**src/avi_regen_status_pkg.sv**
```systemverilog
// Constants for the clock regeneration and AVI status register bank
package avi_regen_status_pkg;
   // Register indices; byte address is four times the index
   localparam logic [7:0] IDX_CTS_HIGH      = 8'h7b;
   localparam logic [7:0] IDX_CTS_MIDDLE    = 8'h7c;
   localparam logic [7:0] IDX_CTS_LOW       = 8'h7d;
   localparam logic [7:0] IDX_N_HIGH        = 8'h7d;
   localparam logic [7:0] IDX_N_MIDDLE      = 8'h7e;
   localparam logic [7:0] IDX_N_LOW         = 8'h7f;
   localparam logic [7:0] IDX_AVI_VERSION   = 8'h80;
   localparam logic [7:0] IDX_AVI_FORMAT    = 8'h81;
   localparam logic [7:0] IDX_AVI_COLOUR    = 8'h82;
   localparam logic [7:0] IDX_AVI_SCALING   = 8'h83;
   localparam logic [7:0] IDX_VIDEO_CODE    = 8'h84;
   localparam logic [7:0] IDX_CTRL          = 8'hf0;
   localparam logic [7:0] IDX_STATUS        = 8'hf1;
   localparam logic [7:0] IDX_COUNTS        = 8'hf2;

   localparam int ADR_W   = 10;
   localparam int IDX_LSB = 2;
   localparam int IDX_MSB = 9;

   // Control bits
   localparam int CTRL_FREEZE_AVI = 0;
   localparam int CTRL_FREEZE_ACR = 1;
   localparam int CTRL_W          = 2;

   // Status bits
   localparam int STAT_AVI_MISSED = 0;
   localparam int STAT_ACR_MISSED = 1;
   localparam int STAT_AVI_SEEN   = 2;
   localparam int STAT_ACR_SEEN   = 3;

   // Counter byte positions in the counts register
   localparam int CNT_AVI_LSB = 0;
   localparam int CNT_ACR_LSB = 8;

   // Reset values
   localparam logic [19:0]       RST_WORD20 = 20'h00000;
   localparam logic [7:0]        RST_BYTE   = 8'h00;
   localparam logic [CTRL_W-1:0] RST_CTRL   = 2'h0;
   localparam logic [31:0]       RD_ZERO    = 32'h00000000;

   // Colour format codes
   typedef enum logic [1:0] {
      FMT_RGB    = 2'h0,
      FMT_YC_422 = 2'h1,
      FMT_YC_444 = 2'h2
   } colour_format_t;
endpackage : avi_regen_status_pkg

```
**src/avi_regen_status.sv**
```systemverilog
// Clock regeneration and AVI infoframe status bank with Wishbone slave
//
// Implementation choice: register access over Wishbone.
module avi_regen_status (
   input  wire logic        clk_i,
   input  wire logic        rst_i,
   // Wishbone classic slave
   input  wire logic        wb_cyc_i,
   input  wire logic        wb_stb_i,
   input  wire logic        wb_we_i,
   input  wire logic [9:0]  wb_adr_i,
   input  wire logic [3:0]  wb_sel_i,
   input  wire logic [31:0] wb_dat_i,
   output logic      [31:0] wb_dat_o,
   output logic             wb_ack_o,
   // Clock regeneration packet from the link decoder
   input  wire logic        acr_valid_i,
   input  wire logic [19:0] acr_cts_i,
   input  wire logic [19:0] acr_n_i,
   // AVI infoframe from the link decoder
   input  wire logic        avi_valid_i,
   input  wire logic [7:0]  avi_version_i,
   input  wire logic [1:0]  avi_colour_format_i,
   input  wire logic        avi_format_present_i,
   input  wire logic [1:0]  avi_bar_info_i,
   input  wire logic [1:0]  avi_scan_info_i,
   input  wire logic [1:0]  avi_colorimetry_i,
   input  wire logic [1:0]  avi_picture_aspect_i,
   input  wire logic [3:0]  avi_active_aspect_i,
   input  wire logic [1:0]  nonuniform_scaling_field_i,
   input  wire logic [6:0]  avi_video_code_i,
   // Frozen flags, also readable in the control register
   output logic             avi_frozen_o,
   output logic             acr_frozen_o
);

   logic [19:0]                             cts_r;
   logic [19:0]                             n_r;
   logic [7:0]                              version_r;
   avi_regen_status_pkg::colour_format_t    colour_format_r;
   logic                                    format_present_r;
   logic [1:0]                              bar_info_r;
   logic [1:0]                              scan_info_r;
   logic [1:0]                              colorimetry_r;
   logic [1:0]                              picture_aspect_r;
   logic [3:0]                              active_aspect_r;
   logic [1:0]                              scaling_r;
   logic [6:0]                              video_code_r;
   logic [avi_regen_status_pkg::CTRL_W-1:0] ctrl_r;
   logic                                    avi_missed_r;
   logic                                    acr_missed_r;
   logic                                    avi_seen_r;
   logic                                    acr_seen_r;
   logic [7:0]                              avi_count_r;
   logic [7:0]                              acr_count_r;
   logic                                    ack_r;
   logic [31:0]                             rd_r;
   logic [31:0]                             rd_nxt;
   logic [7:0]                              idx;
   logic                                    req;
   logic                                    wr_lane0;
   logic                                    avi_take;
   logic                                    acr_take;
   logic                                    ctrl_wr;
   logic                                    stat_wr;

   assign idx      = wb_adr_i[avi_regen_status_pkg::IDX_MSB:avi_regen_status_pkg::IDX_LSB];
   // Only the first edge of a request; ack drops the cycle after
   assign req      = wb_cyc_i && wb_stb_i && !ack_r;
   assign wr_lane0 = req && wb_we_i && wb_sel_i[0];
   // Write strobes for the two writable indices
   assign ctrl_wr  = wr_lane0 && idx == avi_regen_status_pkg::IDX_CTRL;
   assign stat_wr  = wr_lane0 && idx == avi_regen_status_pkg::IDX_STATUS;

   // Freezing lets software read a multi-byte value without tearing
   // valid packet gated by freeze
   assign avi_take = avi_valid_i && !ctrl_r[avi_regen_status_pkg::CTRL_FREEZE_AVI];
   assign acr_take = acr_valid_i && !ctrl_r[avi_regen_status_pkg::CTRL_FREEZE_ACR];

   always_ff @(posedge clk_i)
   begin
      if (rst_i)
      begin
         cts_r <= avi_regen_status_pkg::RST_WORD20;
         n_r   <= avi_regen_status_pkg::RST_WORD20;
      end
      else if (acr_take)
      begin
         cts_r <= acr_cts_i;
         n_r   <= acr_n_i;
      end
   end

   always_ff @(posedge clk_i)
   begin
      if (rst_i)
      begin
         version_r        <= avi_regen_status_pkg::RST_BYTE;
         colour_format_r  <= avi_regen_status_pkg::FMT_RGB;
         format_present_r <= 1'b0;
         bar_info_r       <= 2'h0;
         scan_info_r      <= 2'h0;
         colorimetry_r    <= 2'h0;
         picture_aspect_r <= 2'h0;
         active_aspect_r  <= 4'h0;
         scaling_r        <= 2'h0;
         video_code_r     <= 7'h00;
      end
      else if (avi_take)
      begin
         version_r        <= avi_version_i;
         colour_format_r  <= avi_regen_status_pkg::colour_format_t'(avi_colour_format_i);
         format_present_r <= avi_format_present_i;
         bar_info_r       <= avi_bar_info_i;
         scan_info_r      <= avi_scan_info_i;
         colorimetry_r    <= avi_colorimetry_i;
         picture_aspect_r <= avi_picture_aspect_i;
         active_aspect_r  <= avi_active_aspect_i;
         scaling_r        <= nonuniform_scaling_field_i;
         video_code_r     <= avi_video_code_i;
      end
   end

   // Control register, the only one loaded from the write data
   always_ff @(posedge clk_i)
   begin
      if (rst_i)
      begin
         ctrl_r <= avi_regen_status_pkg::RST_CTRL;
      end
      else if (ctrl_wr)
      begin
         ctrl_r <= wb_dat_i[avi_regen_status_pkg::CTRL_W-1:0];
      end
   end

   // Missed flags: a packet dropped while frozen; set wins over clear
   always_ff @(posedge clk_i)
   begin
      if (rst_i)
      begin
         avi_missed_r <= 1'b0;
      end
      else if (avi_valid_i && !avi_take)
      begin
         avi_missed_r <= 1'b1;
      end
      else if (stat_wr && wb_dat_i[avi_regen_status_pkg::STAT_AVI_MISSED])
      begin
         avi_missed_r <= 1'b0;
      end
   end

   always_ff @(posedge clk_i)
   begin
      if (rst_i)
      begin
         acr_missed_r <= 1'b0;
      end
      else if (acr_valid_i && !acr_take)
      begin
         acr_missed_r <= 1'b1;
      end
      else if (stat_wr && wb_dat_i[avi_regen_status_pkg::STAT_ACR_MISSED])
      begin
         acr_missed_r <= 1'b0;
      end
   end

   // Seen flags and wrapping packet counters
   always_ff @(posedge clk_i)
   begin
      if (rst_i)
      begin
         avi_seen_r  <= 1'b0;
         avi_count_r <= avi_regen_status_pkg::RST_BYTE;
      end
      else if (avi_take)
      begin
         avi_seen_r  <= 1'b1;
         avi_count_r <= avi_count_r + 8'h01;
      end
   end

   always_ff @(posedge clk_i)
   begin
      if (rst_i)
      begin
         acr_seen_r  <= 1'b0;
         acr_count_r <= avi_regen_status_pkg::RST_BYTE;
      end
      else if (acr_take)
      begin
         acr_seen_r  <= 1'b1;
         acr_count_r <= acr_count_r + 8'h01;
      end
   end

   // Read decode; unmapped indices read as zero
   // in the status register only the missed flags have a write path, write one to clear
   always_comb
   begin
      rd_nxt = avi_regen_status_pkg::RD_ZERO;
      if (idx == avi_regen_status_pkg::IDX_CTS_HIGH)
      begin
         rd_nxt[7:0] = cts_r[19:12];
      end
      else if (idx == avi_regen_status_pkg::IDX_CTS_MIDDLE)
      begin
         rd_nxt[7:0] = cts_r[11:4];
      end
      else if (idx == avi_regen_status_pkg::IDX_CTS_LOW)
      begin
         rd_nxt[7:0] = {cts_r[3:0], n_r[19:16]};
      end
      else if (idx == avi_regen_status_pkg::IDX_N_MIDDLE)
      begin
         rd_nxt[7:0] = n_r[15:8];
      end
      else if (idx == avi_regen_status_pkg::IDX_N_LOW)
      begin
         rd_nxt[7:0] = n_r[7:0];
      end
      else if (idx == avi_regen_status_pkg::IDX_AVI_VERSION)
      begin
         rd_nxt[7:0] = version_r;
      end
      else if (idx == avi_regen_status_pkg::IDX_AVI_FORMAT)
      begin
         rd_nxt[7:0] = {1'b0, colour_format_r, format_present_r, bar_info_r, scan_info_r};
      end
      else if (idx == avi_regen_status_pkg::IDX_AVI_COLOUR)
      begin
         rd_nxt[7:0] = {colorimetry_r, picture_aspect_r, active_aspect_r};
      end
      else if (idx == avi_regen_status_pkg::IDX_AVI_SCALING)
      begin
         rd_nxt[7:0] = {6'h00, scaling_r};
      end
      else if (idx == avi_regen_status_pkg::IDX_VIDEO_CODE)
      begin
         rd_nxt[7:0] = {1'b0, video_code_r};
      end
      else if (idx == avi_regen_status_pkg::IDX_CTRL)
      begin
         rd_nxt[avi_regen_status_pkg::CTRL_W-1:0] = ctrl_r;
      end
      else if (idx == avi_regen_status_pkg::IDX_STATUS)
      begin
         rd_nxt[avi_regen_status_pkg::STAT_AVI_MISSED] = avi_missed_r;
         rd_nxt[avi_regen_status_pkg::STAT_ACR_MISSED] = acr_missed_r;
         rd_nxt[avi_regen_status_pkg::STAT_AVI_SEEN]   = avi_seen_r;
         rd_nxt[avi_regen_status_pkg::STAT_ACR_SEEN]   = acr_seen_r;
      end
      else if (idx == avi_regen_status_pkg::IDX_COUNTS)
      begin
         rd_nxt[avi_regen_status_pkg::CNT_AVI_LSB +: 8] = avi_count_r;
         rd_nxt[avi_regen_status_pkg::CNT_ACR_LSB +: 8] = acr_count_r;
      end
   end

   // Ack one cycle after the request
   always_ff @(posedge clk_i)
   begin
      if (rst_i)
      begin
         ack_r <= 1'b0;
      end
      else
      begin
         ack_r <= req;
      end
   end

   // Read data held until the next read is taken
   always_ff @(posedge clk_i)
   begin
      if (rst_i)
      begin
         rd_r <= avi_regen_status_pkg::RD_ZERO;
      end
      else if (req && !wb_we_i)
      begin
         rd_r <= rd_nxt;
      end
   end

   // Frozen flags mirror the control register one cycle late
   always_ff @(posedge clk_i)
   begin
      if (rst_i)
      begin
         avi_frozen_o <= 1'b0;
      end
      else
      begin
         avi_frozen_o <= ctrl_r[avi_regen_status_pkg::CTRL_FREEZE_AVI];
      end
   end

   always_ff @(posedge clk_i)
   begin
      if (rst_i)
      begin
         acr_frozen_o <= 1'b0;
      end
      else
      begin
         acr_frozen_o <= ctrl_r[avi_regen_status_pkg::CTRL_FREEZE_ACR];
      end
   end

   assign wb_ack_o = ack_r;
   assign wb_dat_o = rd_r;

endmodule : avi_regen_status

```
**config.mk**
```make
export PLATFORM = sky130hd
export DESIGN_NAME = avi_regen_status
export DESIGN_NICKNAME = d
export VERILOG_FILES = /design/src/avi_regen_status_pkg.sv /design/src/avi_regen_status.sv
export SDC_FILE = /design/constraint.sdc
export NUM_CORES = 1
export LEC_CHECK = 0
export BUFFER_PORTS_ARGS = -buffer_cell sky130_fd_sc_hd__buf_2
export CORE_ASPECT_RATIO = 0.6
export CORE_MARGIN = 2
export CORE_UTILIZATION = 55
export DETAILED_ROUTE_END_ITERATION = 16
export PLACE_DENSITY = 0.85
export SLEW_MARGIN = 20
export SYNTH_ARGS = -nofsm -noshare
export SYNTH_HDL_FRONTEND = slang
export SYNTH_SLANG_ARGS = --single-unit
```
**constraint.sdc**
```tcl
create_clock -name clk_i -period 3.8 [get_ports clk_i]
set_input_delay 0.19 -clock clk_i [delete_from_list [all_inputs] [get_ports clk_i]]
set_output_delay 0.19 -clock clk_i [all_outputs]
set_load 0.02 [all_outputs]
```
### After elaboration in Yosys (flattened, before gate mapping)

Index checks and enable logic that the tools add are counted.
Widths: inputs -> output; s select.

| storage, ports and cells | value |
|---|---|
| bits of input ports | 125 |
| bits in registers | 113 |

| operators by class | value |
|---|---|
| eq/ne operators | 13 |
| add/subtract/negate cells | 2 |
| reductions and logical operators | 21 |
| multiplexer cells | 29 |

Operator list:

| operator | number |
|---|---|
| $mux 8 | 20 |
| $eq 8x8->1 const B | 8 |
| $eq 8x7->1 const B | 5 |
| $add 8x1->8 const B | 2 |
| $mux 16 | 1 |
| $mux 14 | 1 |
| $logic_and 1x1->1 | 13 |
| $mux 12 | 1 |
| $logic_not 1->1 | 6 |
| $mux 1 | 4 |
| $mux 4 | 1 |
| $reduce_bool 2->1 | 2 |
| $mux 2 | 1 |

### Longest topological paths before layout

| logic depth | value |
|---|---|
| word-level depth | 14 |
| mapped depth | 8 |
| gate-level depth less buffers | 6 |

### Least setup slack after synthesis

OpenSTA, ideal clock, no wires.

| timing path | value |
|---|---|
| kind | flip-flop to flip-flop |
| from | reg ack_r, in the netlist wb_ack_o |
| to | reg rd_r[3], in the netlist wb_dat_o[3] |
| slack | 2.120 ns |
| arrival time | 1.545 ns |
| required time | 3.666 ns |
| setup time | 0.134 ns |
| clock period less this slack | 1.680 ns |
| stages on the path, launching flop included | 7 |
| path buffers | 1 |
| path through | dfxtp_1 > nand3b_1 > or2_2 > clkbuf_1 > or3_1 > o21ai_0 > a211oi_2 |

| on the way | value |
|---|---|
| longest elaborated chain between the ends | 3 |

Ends and longest elaborated chain:

| element | line | text |
|---|---|---|
| start: declaration | avi_regen_status.sv:56 | `logic ack_r;` |
| start signal: assignment | avi_regen_status.sv:271 | `ack_r <= req;` |
| $logic_not 1->1 | avi_regen_status.sv:69 | `assign req = wb_cyc_i && wb_stb_i && !ack_r;` |
| $logic_and 1x1->1 | avi_regen_status.sv:69 |  |
| $logic_and 1x1->1 | avi_regen_status.sv:282 | `else if (req && !wb_we_i)` |
| end signal: assignment | avi_regen_status.sv:280 | `rd_r <= avi_regen_status_pkg::RD_ZERO;` |
| end signal: assignment | avi_regen_status.sv:284 | `rd_r <= rd_nxt;` |
| end: declaration | avi_regen_status.sv:57 | `logic [31:0] rd_r;` |

No other way between the ends.
A chain may end at the register's enable or synchronous reset.

### Worst setup path in the final report

| timing path | value |
|---|---|
| from | reg ack_r, in the netlist wb_ack_o |
| to | reg rd_r[12], in the netlist wb_dat_o[12] |

Same word-level chain as after synthesis.

==> qor.txt <==
==================================================================================================
Clk_lat worst skew ..................................................................       420 ps
Layout Skew .........................................................................      6.61 ps
Worst-path maximum fanout ...........................................................           15
Number of CTS-inserted buffers ......................................................           17
Total power divided by cell area ....................................................  503 mW/mm^2
Worst min-delay path category .......................................................       in2reg
Fraction of registers with async set/reset ..........................................            0
Data required, critical path ........................................................      4150 ps
Number of antenna violations at the first check in global routing ...................            0
DR iter-0 viols .....................................................................          385
Clock transition time at the flip-flop clock pins of the worst setup and hold paths .        50 ps
Fraction of the yosys area taken by sequential cells ................................        0.439
Element type at the critical path end ...............................................         flop
Slew at the pin closest to its max-slew limit .......................................       685 ps
DRC Markers .........................................................................            0
Total global-route track usage ......................................................        0.294
Combined area of the multi-input logic cells ........................................ 0.00265 mm^2
Share of final-layout standard cells stronger than drive strength 1 .................        0.232
Type of element launching the critical path .........................................         flop
Setup ws final ......................................................................      2000 ps
Result of the run ................................................................... finished clean
Sum of buffers and inverters on the critical path ...................................            0
Detailed Place HPWL .................................................................    10,400 um
CTS Hold Buffers Added ..............................................................            0
Vias per Instance ...................................................................         5.73
Beginning of the worst register-to-register path ....................................     wb_ack_o
Reg-to-reg critical path endpoint ................................................... wb_dat_o[12]
Setup TNS Final .....................................................................         0 ps
Startpoint of the lowest-slack hold path ............................................ avi_video_code_i[3]
Post-synthesis share of cell area spent on xor and xnor gates .......................       0.0170
Kind of cell with the highest combined delay on the critical path ................... simple AND/OR/NAND/NOR gates
Final setup violation count .........................................................            0
Slew Limit Headroom .................................................................        0.543
Number of synthesized flops with an enable pin ......................................            0
Worst Hold End ...................................................................... video_code_r[3]
Warnings, synthesis .................................................................            0
Final count of pins violating max slew ..............................................            0
Post-DP Area ........................................................................ 0.00566 mm^2
Antenna-violating nets left .........................................................            0
Number of violations of the max-capacitance limit ...................................            0
Instance count after placement with tap cells included ..............................          838
Delay of the slowest cell on the worst path .........................................       500 ps
Total of fill cells in the finished design ..........................................          739
Commonest register cell after synthesis ............................................. sky130_fd_sc_hd__dfxtp_1
Slack of the worst reg-to-reg path ..................................................      2000 ps
Critical Setup Path Class ...........................................................      reg2reg
Maximum level of the CTS H-tree .....................................................            4
Largest net degree at the start of global routing ...................................           69
Cell count of the worst hold path ...................................................            3
Cell variety after synth ............................................................           57
Core Rows ...........................................................................           27
Root buffer cell .................................................................... sky130_fd_sc_hd__clkbuf_16
Clock period minus final worst setup slack ..........................................      1800 ps
Total area of sequential cells ...................................................... 0.00226 mm^2
Final Instance Area ................................................................. 0.00626 mm^2
Tcrit/Tclk final ....................................................................        0.475
Avg Inst Size Synth .................................................................    7.94 um^2
Buffer count from post-CTS setup fixing .............................................            0
Crit-path cells ..................................................................... nand3b_1, or2_2, nor3_4, a22oi_1, nor2_1
Routed wire length ..................................................................    14,600 um
Critical path's slowest cell ........................................................ sky130_fd_sc_hd__or2_2
Instance count of the mapped netlist ................................................          649
Wire length of the first global-routing pass ........................................    22,800 um
Fraction of the mapped netlist area in adder cells ..................................      0.00486
Leading cell types in the layout, fill and taps excluded ............................ sky130_fd_sc_hd__nand2_1, sky130_fd_sc_hd__dfxtp_1, sky130_fd_sc_hd__buf_2
Vias in the first global route ......................................................        4,537
Leakage power .......................................................................      2.58 nW
Largest family of logic cells by synthesized area ................................... simple AND/OR/NAND/NOR gates
Floorplan die height ................................................................      79.0 um
Clock tree from TritonCTS ...........................................................         done
Clock Sink Count ....................................................................          113
Synth Cell Area ..................................................................... 0.00515 mm^2
Port bufs ...........................................................................          108
Area share of and/or/nand/nor cells after synthesis .................................        0.255
Core Box Area ....................................................................... 0.00912 mm^2
Number of top-level pins ............................................................          160
Area Growth Syn to Fin ..............................................................        21.5%
Starting utilization of the core area ...............................................        0.565
FF+latch count, synth ...............................................................          113
Number of failing hold endpoints at the final stage .................................            0
Peak clock frequency supported by timing ............................................      554 MHz
Pre-CTS worst setup slack ...........................................................      1630 ps
Most frequent standard cell in the layout excluding fill and tap cells .............. sky130_fd_sc_hd__nand2_1
Die span in x .......................................................................       129 um
Compound-cell area share of the yosys netlist .......................................        0.202
Vias after detailed routing .........................................................        4,987
Number of nets in the final layout ..................................................          868
Count of TritonRoute iterations in the first routing pass ...........................            6
Gpl congestion ......................................................................        0.891
Final global-route overflow total ...................................................            0
R2r worst-path depth ................................................................            5
Wire length per cell ................................................................      16.8 um
Ant diodes ..........................................................................            0
Maximum resistive drop on vdd .......................................................   0.000314 V
Maximum clock insertion buffer count ................................................            2
Non-filler instance count after layout ..............................................          870
Final Power .........................................................................      3.15 mW
Quantity of gates resized following cts .............................................            0
Die area ............................................................................  0.0102 mm^2
Unrepaired setup endpoints after global routing .....................................           no
Mux cell area share after synthesis .................................................       0.0228
Worst Path Arrival ..................................................................      2150 ps
==================================================================================================
power breakdown:
part           switching (mW)  internal (mW)  total (mW)
combinational           0.171         0.0935       0.265
sequential             0.0319           1.24        1.27
clock                   0.556           1.06        1.62
total                   0.759           2.39        3.15
registers in the layout, summed over array words and instances (netlist names), 2 cells and up:
name and count:
acr_count_r 8, active_aspect_r 4, n_r 20, bar_info_r 2, wb_dat_o 16, version_r 8, scaling_r 2, ctrl_r 2
avi_count_r 8, colour_format_r 2, colorimetry_r 2, scan_info_r 2, cts_r 20, video_code_r 7, picture_aspect_r 2
cell type report:
class | instances | area share
Multi-Input combinational cell | 490 | 0.424
Clock buffer | 22 | 0.0742
Inverter | 6 | 0.00360
Clock inverter | 10 | 0.0214
Sequential cell | 113 | 0.361
Tap cell | 116 | 0.0232
Timing Repair Buffer | 113 | 0.0927
worst reg2reg max path, cell delays in order, from the launching register on:
cell and delay [ps]:
sky130_fd_sc_hd__dfxtp_1 300, sky130_fd_sc_hd__nand3b_1 270, sky130_fd_sc_hd__or2_2 500, sky130_fd_sc_hd__nor3_4 430, sky130_fd_sc_hd__a22oi_1 130, sky130_fd_sc_hd__nor2_1 120
cell families after synthesis:
family | after synthesis
other cells | 1
xor+xnor | 10
mux | 11
buf+inv | 61
fa+ha+maj | 2
flops | 113
simple gates | 280
compound gates | 171
Yosys cell counts (all sizes together), types with 2 or more instances:
| library cell | number | area share |
|---|---|---|
| a211oi | 2 | 0.0049 |
| a21o | 2 | 0.0029 |
| a21oi | 92 | 0.089 |
| a22o | 4 | 0.0068 |
| a22oi | 23 | 0.035 |
| a31oi | 2 | 0.0024 |
| and3 | 4 | 0.0049 |
| buf | 24 | 0.032 |
| clkbuf | 31 | 0.023 |
| dfxtp | 113 | 0.44 |
| ha | 2 | 0.0049 |
| inv | 6 | 0.0044 |
| mux2 | 6 | 0.013 |
| mux2i | 5 | 0.0097 |
| nand2 | 180 | 0.13 |
| nand2b | 4 | 0.0063 |
| nand3 | 11 | 0.013 |
| nand3b | 2 | 0.0029 |
| nand4 | 7 | 0.0085 |
| nor2 | 42 | 0.032 |
| nor2b | 8 | 0.0097 |
| nor3 | 6 | 0.013 |
| nor4 | 3 | 0.011 |
| nor4b | 2 | 0.0063 |
| o21ai | 24 | 0.023 |
| o221ai | 7 | 0.012 |
| o22ai | 3 | 0.0036 |
| o31ai | 3 | 0.0053 |
| or3 | 8 | 0.011 |
| or4 | 2 | 0.0044 |
| xnor2 | 2 | 0.0034 |
| xor2 | 8 | 0.014 |
worst max path at each step:
stage | from | end | slack, ps | depth (start not counted)
4_1_cts | ctrl_r[0] | version_r[5] | 1990 | 3
3_3_place_gp | wb_adr_i[2] | wb_dat_o[3] | 1680 | 8
6_report | wb_ack_o | wb_dat_o[12] | 2000 | 5
5_1_grt | wb_adr_i[3] | wb_dat_o[3] | 1840 | 7
2_1_floorplan | wb_ack_o | wb_dat_o[3] | 2120 | 6
3_5_place_dp | wb_adr_i[2] | wb_dat_o[3] | 1630 | 8
through the flow:
step	utilization	hold slack [ps]
finish	0.686	5.48
global route	0.686	9.98
CTS	0.686	1.59
detailed placement	0.620	436
global placement	0.620	431
floorplan	-	326
routing by layer:
layer,track usage,vias to the layer above,part of all wire,wire length [um]
met4,0.0783,0,0.011,159
li1,-,2396,-,-
met5,0,-,0,0
met3,0.0923,18,0.11,1550
met1,0.414,2329,0.46,6730
met2,0.437,244,0.42,6160
Power figures use the tool's default switching activity.
